[src/logic/dac_vol_regs.svh]
// Register offsets, field reset values and frame-count constants.
`ifndef DAC_VOL_REGS_SVH
`define DAC_VOL_REGS_SVH
`define DVC_ADDR_CTRL 8'h00
`define DVC_ADDR_STATUS 8'h04
`define DVC_ADDR_LEVEL0 8'h20
`define DVC_ADDR_LEVEL7 8'h3C
`define DVC_CTRL_RESET 18'h0_0302
`define DVC_CODE_RESET 8'h00
`define DVC_CODE_MUTE 8'h7F
`define DVC_CODE_STEP 11'd14
`define DVC_LEVEL_FULL 11'd1792
`define DVC_STEP_SLOW 11'd1
`define DVC_STEP_MID 11'd2
`define DVC_STEP_FAST 11'd7
`define DVC_ZERO_FRAMES 8192
`define DVC_ADC_INIT_FRAMES 522
`define DVC_WAKE_LOW_FRAMES 4'd10
`define DVC_SR_OFF_FRAMES 3'd4
`define DVC_SR_WAKE_FRAMES 3'd6
`endif

[src/logic/dac_vol_pkg.sv]
// Types shared by the volume, mute and power control block.
package dac_vol_pkg;
  typedef logic [10:0] level_t;
  typedef struct packed {
    logic [7:0] group_two_map;
    logic dac_power_bit;
    logic adc_power_bit;
    logic [3:0] dac_pair_powerdown;
    logic [1:0] ramp_speed_select;
    logic soft_reset_bit;
    logic soft_mute_control;
  } ctrl_t;
  typedef struct packed {
    logic [3:0] dac_pair_park;
    logic dac_power_down;
    logic adc_power_down;
  } power_t;
  typedef enum logic [1:0] {SR_RUN, SR_DELAY, SR_OFF, SR_WAKE} sr_state_t;
endpackage

[src/logic/dac_volume_mute_power_control.sv]
// Eight-channel DAC volume ramp, soft mute, zero flags and power sequencing.
`timescale 1ns/10ps
`include "dac_vol_regs.svh"
// Functional notes
// - Each channel has an 8-bit code, 0.5 dB steps, 7F and above mute.
// - Ramp speed select gives 1792, 896 or 256 sample periods.
// - Code changes ramp gradually through 1792 fine levels at slowest speed.
// - Power-down pin low resets every channel code to zero.
// - Soft reset holds level at 0 dB, then ramps to stored codes.
// - Soft mute ramps every channel from current level to full mute.
// - Mute release ramps back at same rate, reversing mid-ramp.
// - Group zero flag rises after 8192 zero frames, drops on nonzero.
// - Timing starts on frame clock rising edge after power-down ends.
// - Power-down pin low resets registers, filters, flags low.
// - ADC output is zero for 522 frames after leaving power-down.
// - Individual power bits keep registers; ADC power off forces output low.
// - DAC power bit off parks outputs and drives both flags high.
// - Both flags stay low 10 to 11 frames after power-down release.
// - Soft reset powers down converters, ADC low, flags high, keeps registers.
// - Soft reset entry takes effect after 4 to 5 frames.
// - Flags follow zero detection again 6 to 7 frames after soft reset release.
// - Pair power-down parks only that pair's analog part.
// - Powered-down pairs are left out of both zero flags.
// - Mute register bit and mute pin are combined by OR.
// - Soft reset restarts internal timing, flags high, registers kept; running_reg and wake_cnt_reg are not reset by it.
module dac_volume_mute_power_control #(
  parameter int ZERO_FRAMES = `DVC_ZERO_FRAMES,
  parameter int ADC_INIT_FRAMES = `DVC_ADC_INIT_FRAMES
) (
  input wire logic clk_i,
  input wire logic rst_i,
  input wire logic wb_cyc_i,
  input wire logic wb_stb_i,
  input wire logic wb_we_i,
  input wire logic [7:0] wb_adr_i,
  input wire logic [3:0] wb_sel_i,
  input wire logic [31:0] wb_dat_i,
  output logic [31:0] wb_dat_o,
  output logic wb_ack_o,
  input wire logic power_down_pin_n_i,
  input wire logic frame_clock_i,
  input wire logic soft_mute_pin_i,
  input wire logic [7:0] zero_in_i,
  input wire logic [23:0] adc_sample_i,
  output logic [23:0] adc_serial_out_o,
  output dac_vol_pkg::level_t [7:0] gain_level_o,
  output dac_vol_pkg::power_t power_o,
  output logic zero_flag_one_o,
  output logic zero_flag_two_o
);
  import dac_vol_pkg::*;

  localparam int ZW = $clog2(ZERO_FRAMES + 1);

  // ***************************************************************
  // Pin synchronisers and frame clock edge
  // ***************************************************************
  logic [1:0] pwr_sync_reg;
  logic [1:0] mute_sync_reg;
  logic [2:0] frame_sync_reg;
  logic pwr_on;
  logic frame_tick;
  logic mute_eff;
  ctrl_t ctrl_reg;

  always_ff @(posedge clk_i) begin
    if (rst_i) begin
      pwr_sync_reg <= 2'b00;
      mute_sync_reg <= 2'b00;
      frame_sync_reg <= 3'b000;
    end else begin
      pwr_sync_reg <= {pwr_sync_reg[0], power_down_pin_n_i};
      mute_sync_reg <= {mute_sync_reg[0], soft_mute_pin_i};
      frame_sync_reg <= {frame_sync_reg[1:0], frame_clock_i};
    end
  end

  assign pwr_on = pwr_sync_reg[1];
  assign frame_tick = frame_sync_reg[1] & ~frame_sync_reg[2];
  assign mute_eff = ctrl_reg.soft_mute_control | mute_sync_reg[1];

  // ***************************************************************
  // Wishbone register file
  // ***************************************************************
  logic [7:0] code_reg [8];
  logic [31:0] rd_data;
  logic wb_req;
  sr_state_t sr_state_reg;
  logic running_reg;
  logic [9:0] adc_cnt_reg;

  function automatic logic [31:0] merge_bytes(input logic [31:0] old,
      input logic [31:0] dat, input logic [3:0] sel);
    logic [31:0] m;
    m = {{8{sel[3]}}, {8{sel[2]}}, {8{sel[1]}}, {8{sel[0]}}};
    return (old & ~m) | (dat & m);
  endfunction

  function automatic logic is_level_addr(input logic [7:0] a);
    return a >= `DVC_ADDR_LEVEL0 && a <= `DVC_ADDR_LEVEL7 && a[1:0] == 2'b00;
  endfunction

  assign wb_req = wb_cyc_i & wb_stb_i & ~wb_ack_o;

  // Writes are dropped while the power-down pin is low.
  always_ff @(posedge clk_i) begin
    if (rst_i || !pwr_on) begin
      ctrl_reg <= ctrl_t'(`DVC_CTRL_RESET);
    end else if (wb_req && wb_we_i && wb_adr_i == `DVC_ADDR_CTRL) begin
      ctrl_reg <= ctrl_t'(merge_bytes({14'h0000, ctrl_reg}, wb_dat_i,
                                      wb_sel_i));
    end
  end

  generate
    for (genvar c = 0; c < 8; c++) begin : g_code
      always_ff @(posedge clk_i) begin
        if (rst_i || !pwr_on) begin
          code_reg[c] <= `DVC_CODE_RESET;
        end else if (wb_req && wb_we_i && wb_sel_i[0] &&
                     is_level_addr(wb_adr_i) && wb_adr_i[4:2] == 3'(c)) begin
          code_reg[c] <= wb_dat_i[7:0];
        end
      end
    end
  endgenerate

  always_comb begin
    rd_data = 32'h0000_0000;
    if (wb_adr_i == `DVC_ADDR_CTRL) begin
      rd_data = {14'h0000, ctrl_reg};
    end else if (wb_adr_i == `DVC_ADDR_STATUS) begin
      rd_data = {24'h00_0000, zero_flag_two_o, zero_flag_one_o,
                 sr_state_reg, running_reg,
                 adc_cnt_reg == 10'(ADC_INIT_FRAMES), mute_eff, pwr_on};
    end else if (is_level_addr(wb_adr_i)) begin
      rd_data = {24'h00_0000, code_reg[wb_adr_i[4:2]]};
    end
  end

  always_ff @(posedge clk_i) begin
    if (rst_i) begin
      wb_ack_o <= 1'b0;
      wb_dat_o <= 32'h0000_0000;
    end else begin
      wb_ack_o <= wb_req;
      wb_dat_o <= wb_req && !wb_we_i ? rd_data : 32'h0000_0000;
    end
  end

  // ***************************************************************
  // Internal timing and soft reset sequence
  // ***************************************************************
  logic [3:0] wake_cnt_reg;
  logic [2:0] sr_cnt_reg;
  logic sr_on;

  // The frame clock may stop in soft reset, so leaving the off state
  // waits on the register bit alone.
  always_ff @(posedge clk_i) begin
    if (rst_i || !pwr_on) begin
      running_reg <= 1'b0;
      wake_cnt_reg <= 4'd0;
    end else if (frame_tick) begin
      running_reg <= 1'b1;
      if (running_reg && wake_cnt_reg != `DVC_WAKE_LOW_FRAMES) begin
        wake_cnt_reg <= wake_cnt_reg + 4'd1;
      end
    end
  end

  always_ff @(posedge clk_i) begin
    if (rst_i || !pwr_on) begin
      sr_state_reg <= SR_RUN;
      sr_cnt_reg <= 3'd0;
    end else begin
      unique case (sr_state_reg)
        SR_RUN: begin
          sr_cnt_reg <= 3'd0;
          if (!ctrl_reg.soft_reset_bit) begin
            sr_state_reg <= SR_DELAY;
          end
        end
        SR_DELAY: begin
          if (frame_tick) begin
            sr_cnt_reg <= sr_cnt_reg + 3'd1;
            if (sr_cnt_reg == `DVC_SR_OFF_FRAMES - 3'd1) begin
              sr_state_reg <= SR_OFF;
            end
          end
        end
        SR_OFF: begin
          sr_cnt_reg <= 3'd0;
          if (ctrl_reg.soft_reset_bit) begin
            sr_state_reg <= SR_WAKE;
          end
        end
        SR_WAKE: begin
          if (frame_tick) begin
            sr_cnt_reg <= sr_cnt_reg + 3'd1;
            if (sr_cnt_reg == `DVC_SR_WAKE_FRAMES - 3'd1) begin
              sr_state_reg <= SR_RUN;
            end
          end
        end
      endcase
    end
  end

  assign sr_on = sr_state_reg == SR_RUN || sr_state_reg == SR_DELAY ||
                 sr_state_reg == SR_WAKE;

  // ***************************************************************
  // ADC output gating
  // ***************************************************************
  always_ff @(posedge clk_i) begin
    if (rst_i || !pwr_on || !sr_on || !running_reg) begin
      adc_cnt_reg <= 10'd0;
    end else if (frame_tick && adc_cnt_reg != 10'(ADC_INIT_FRAMES)) begin
      adc_cnt_reg <= adc_cnt_reg + 10'd1;
    end
  end

  always_ff @(posedge clk_i) begin
    if (rst_i || !ctrl_reg.adc_power_bit || !sr_on ||
        adc_cnt_reg != 10'(ADC_INIT_FRAMES)) begin
      adc_serial_out_o <= 24'h00_0000;
    end else begin
      adc_serial_out_o <= adc_sample_i;
    end
  end

  always_ff @(posedge clk_i) begin
    if (rst_i) begin
      power_o <= '1;
    end else begin
      power_o.adc_power_down <= !pwr_on || !sr_on ||
                                !ctrl_reg.adc_power_bit;
      power_o.dac_power_down <= !pwr_on || !sr_on ||
                                !ctrl_reg.dac_power_bit;
      for (int p = 0; p < 4; p++) begin
        power_o.dac_pair_park[p] <= !pwr_on || !sr_on ||
            !ctrl_reg.dac_power_bit ||
            ctrl_reg.dac_pair_powerdown[p];
      end
    end
  end

  // ***************************************************************
  // Attenuation ramps
  // ***************************************************************
  function automatic level_t code_target(input logic [7:0] code);
    if (code >= `DVC_CODE_MUTE) begin
      return `DVC_LEVEL_FULL;
    end
    return {3'b000, code} * `DVC_CODE_STEP;
  endfunction

  function automatic level_t speed_step(input logic [1:0] sel);
    unique case (sel)
      2'b00: return `DVC_STEP_SLOW;
      2'b01: return `DVC_STEP_MID;
      default: return `DVC_STEP_FAST;
    endcase
  endfunction

  level_t step;
  assign step = speed_step(ctrl_reg.ramp_speed_select);

  generate
    for (genvar c = 0; c < 8; c++) begin : g_ramp
      level_t target;
      logic [11:0] up_sum;
      assign target = mute_eff ? `DVC_LEVEL_FULL :
                      code_target(code_reg[c]);
      assign up_sum = {1'b0, gain_level_o[c]} + {1'b0, step};
      always_ff @(posedge clk_i) begin
        if (rst_i || !pwr_on || !sr_on) begin
          gain_level_o[c] <= '0;
        end else if (frame_tick && gain_level_o[c] < target) begin
          gain_level_o[c] <= up_sum > {1'b0, target} ? target :
                             up_sum[10:0];
        end else if (frame_tick && gain_level_o[c] > target) begin
          gain_level_o[c] <= gain_level_o[c] - target < step ? target :
                             gain_level_o[c] - step;
        end
      end
    end
  endgenerate

  // ***************************************************************
  // Zero detection
  // ***************************************************************
  logic [ZW-1:0] zero_cnt_reg [8];
  logic [7:0] ch_zero;
  logic [7:0] counted;
  logic grp_one_zero;
  logic grp_two_zero;

  generate
    for (genvar c = 0; c < 8; c++) begin : g_zero
      always_ff @(posedge clk_i) begin
        if (rst_i || !pwr_on || !zero_in_i[c]) begin
          zero_cnt_reg[c] <= '0;
        end else if (frame_tick && zero_cnt_reg[c] != ZW'(ZERO_FRAMES)) begin
          zero_cnt_reg[c] <= zero_cnt_reg[c] + ZW'(1);
        end
      end
      assign ch_zero[c] = zero_in_i[c] &&
                          zero_cnt_reg[c] == ZW'(ZERO_FRAMES);
      assign counted[c] = !ctrl_reg.dac_pair_powerdown[c / 2];
    end
  endgenerate

  assign grp_one_zero = &(ch_zero | ~counted | ctrl_reg.group_two_map);
  assign grp_two_zero = &(ch_zero | ~counted | ~ctrl_reg.group_two_map);

  always_ff @(posedge clk_i) begin
    if (rst_i || !pwr_on) begin
      zero_flag_one_o <= 1'b0;
      zero_flag_two_o <= 1'b0;
    end else if (sr_state_reg != SR_RUN) begin
      zero_flag_one_o <= 1'b1;
      zero_flag_two_o <= 1'b1;
    end else if (wake_cnt_reg != `DVC_WAKE_LOW_FRAMES) begin
      zero_flag_one_o <= 1'b0;
      zero_flag_two_o <= 1'b0;
    end else if (!ctrl_reg.dac_power_bit) begin
      zero_flag_one_o <= 1'b1;
      zero_flag_two_o <= 1'b1;
    end else begin
      zero_flag_one_o <= grp_one_zero;
      zero_flag_two_o <= grp_two_zero;
    end
  end
endmodule

[config.mk]
export PLATFORM = sky130hd
export DESIGN_NAME = dac_volume_mute_power_control
export DESIGN_NICKNAME = d
export VERILOG_FILES = /design/src/logic/dac_vol_pkg.sv /design/src/logic/dac_volume_mute_power_control.sv
export VERILOG_INCLUDE_DIRS = /design/src /design/src/logic
export SDC_FILE = /design/constraint.sdc
export NUM_CORES = 2
export LEC_CHECK = 0
export BUFFER_PORTS_ARGS = -buffer_cell sky130_fd_sc_hd__buf_2
export CAP_MARGIN = 25
export CORE_UTILIZATION = 45
export CTS_CLUSTER_DIAMETER = 120
export CTS_CLUSTER_SIZE = 20
export DETAILED_ROUTE_END_ITERATION = 12
export GPL_ROUTABILITY_DRIVEN = 1
export SLEW_MARGIN = 20
export SYNTH_ARGS = -nofsm -noshare
export SYNTH_HDL_FRONTEND = slang
export SYNTH_SLANG_ARGS = --single-unit
[constraint.sdc]
create_clock -name clk_i -period 7.6 [get_ports clk_i]
set_clock_uncertainty 0.05 [all_clocks]
set_input_delay 1.52 -clock clk_i [delete_from_list [all_inputs] [get_ports clk_i]]
set_output_delay 1.52 -clock clk_i [all_outputs]
set_load 0.02 [all_outputs]
==> impl_results.md <==
- Outcome: completed
- Sequential share of the synthesized area: 0.291
- Resized cells post-CTS: 0
- CP required: 8.04 ns
- IO Pins: approximately 240
- Drt wl/cell: 18.6 um
- Most common library cells after synthesis: 347 x ha_1, 332 x nor2_1, 218 x nand2_1
- Global-route wire length before repair: 134,000 um
- Leading area contributor after synthesis: edfxtp_1
- VDD IR-drop max: 0.188 mV
- Yosys reg bits: 360
- Crit path kind: register to register
- Hold WC Path Type: register to register
- Initial antenna violation count: 10
- Relative slew slack: 0.314
- Vias in the first global route: 24,445
- CP bufs+invs: 1
- Fill cells: between 6,000 and 7,000
- Total wire length: 83,600 um
- Placement Cell Area: 0.0328 sq mm
- # setup viols final: 0
- Grt met2 use: 0.372
- CP Data Arrival Time: 6.30 ns
- Worst Max-Slew Pin Slew: 1.02 ns
- DRC viols: 0
- Design Area, Final: 0.0335 sq mm
- Power Density: 129 mW/mm^2
- Setup TNS: 0 ns
- Minimum clock period: 5.86 ns
- Non-Filler Instances: 4,503
- Max incr delay on CP: around 0.56 ns
- Mean Syn Cell Area: 8.94 sq um
- Total Routing Usage GR: 0.236
- Crit path max-delay cell type: fa_1
- Met1 global-route usage: 0.337
- Dpl hpwl: 63,300 um
- Nets@finish: 4,127
- Largest buffer count on any clock path: 3
- Top Family by Delay on Critical Path: compound AO/OA/AOI/OAI gates
- Hold buffer count at CTS: 0
- Post-synth EDFFs: approximately 180
- PortBufs: 207
- H-tree lvl count: 1
- Detail-routed via count per cell: 5.74
- Initial DRC Count: 2,048
- Leakage: 14.9 nW
- Total gr overflow: 0
- Layout area overhead: 8.72%
- Die Ht: between 200 and 300 um
- RD Place Congestion: 0.900
- Count of pins over their slew limit: 0
- Core box area: 0.0675 sq mm
- Sink count of the clock tree: 360
- Fmax: 171 MHz
- Synth area leaders: edfxtp_1 17%, ha_1 14%, dfxtp_1 12%
- Die footprint: 0.0696 sq mm
- Clock Latency Late Sink: approximately 0.6 ns
- Pre-Repair DR Iteration Count: 5
- Final ANT Viol Nets: 0
- Setup Buffers After CTS: 0
- CTS tree: yes
- Largest net degree at the start of global routing: 29
- CTS Buf Count: 23
- Initial core utilization: 0.457
- Async SR Flop Fraction: 0
- Vias: 25,825
- Placement Rows: 95
- Synth top area share: 0.171
- CTS root buffer: clkbuf_16
- Most used DFF post-synth: dfxtp_1
- Netlist Area Pre-Place: 0.0309 sq mm
- Gate Count Post-Synth: roughly 3,500
- # placed instances: 4,456
- Die width: 264 um
- Met3 Usage GRT: 0.0383
- Max cap viols: 0
- CP startpoint kind: register
- GRT busiest layer: met2
- CP endpoint kind: register
- Ys Warns: 0
- Layout cells sized above 1: 0.0919
- Tcrit/Tclk final: 0.771
- Reg clk slew, reported paths: ~0.1 ns
- RSZ-0062 raised after global routing: no
- Final Hold Vio Count: 0
- Most frequent cell after synthesis: ha_1
- CP Cell Sequence: fa_1 -> ha_1 -> a21o_1 -> a21oi_1 -> o21bai_1 -> a21oi_1 -> o21ai_0 -> xor2_1 -> nor2_1 -> ha_1 -> inv_1 -> a221o_1 -> nor4_1 -> o221ai_1 -> a2111oi_1 -> a31oi_2 -> a211oi_1 -> a2111oi_0 -> a21o_1
- Post-synth cell types: slightly below 90
- Worst-path fanout max: 16
- Max reg flops: 112
cell usage in the layout, fill, tap and decap left out, types with 58 or more instances in the layout:
cell,instances
nand4_1,61
inv_1,207
nor2_1,331
nor3_1,64
ha_1,347
xnor2_1,140
a21oi_1,187
xor2_1,137
edfxtp_1,176
nand2_1,217
a21o_1,58
buf_2,210
o21ai_0,160
fa_1,88
nand3_1,128
and2_1,126
dfxtp_1,184
and3_1,65
logic make-up (layout without fill, tap and decap cells):
kind of cell,after synthesis,count (layout),share of synthesized area
AOI/OAI and AO/OA,788,788,0.171
buffers and inverters,328,490,0.0420
xor gates and xnor gates,277,277,0.0786
and+or+nand+nor,1209,1209,0.196
muxes,52,52,0.0236
other,1,19,0.000122
adders and majority gates,435,435,0.198
DFF,360,360,0.291
area by class of cell:
type | instances | area [sq um] | share of cell area
clock inverter | 6 | 87.6 | 0.00261
clock buffer | 36 | 646 | 0.0192
multi-input combinational | 2775 | 20700 | 0.616
inverter | 208 | 781 | 0.0233
tap | 873 | 1090 | 0.0326
timing repair buffer | 240 | 1280 | 0.0382
sequential | 360 | 8970 | 0.267
antenna | 5 | 12.5 | 0.000373
metrics by stage:
step / util / setup WS, ns / hold slack (ns) / power [mW]
final: 0.497 / 1.74 / 0.377 / 4.34
after global routing: 0.497 / 1.38 / 0.400 / 4.55
after CTS: 0.497 / 1.78 / 0.383 / 4.38
after detailed placement: 0.486 / 1.84 / 0.374 / 2.98
after global placement: 0.485 / 1.84 / 0.367 / 2.97
after floorplan: - / 2.58 / 0.334 / 2.77
per-layer routing:
| metal | wire, um | vias up |
|---|---|---|
| li1 | - | 12764 |
| met1 | 38800 | 12275 |
| met2 | 36800 | 669 |
| met3 | 5960 | 109 |
| met4 | 2050 | 8 |
| met5 | 44 | - |
final timing paths:
| path | start | endpoint | slack [ns] | cells past startpoint |
|---|---|---|---|---|
| setup / recovery | code_reg[7][2]$_SDFFCE_PN0P_ | gain_level_o[80]$_SDFFE_PP0P_ | 1.74 | 19 |
| hold / removal | frame_sync_reg[0]$_SDFF_PP0_ | frame_sync_reg[1]$_SDFF_PP0_ | 0.38 | 1 |
| setup reg to reg | code_reg[7][2]$_SDFFCE_PN0P_ | gain_level_o[80]$_SDFFE_PP0P_ | 1.74 | 19 |
| hold reg to reg | frame_sync_reg[0]$_SDFF_PP0_ | frame_sync_reg[1]$_SDFF_PP0_ | 0.38 | 1 |
power by group:
group	switching [mW]	internal, mW	total (mW)
clock network	0.755	0.638	1.39
logic	0.508	0.350	0.858
registers	0.0424	2.04	2.09
Note: power is estimated with default switching activity, not from simulation.
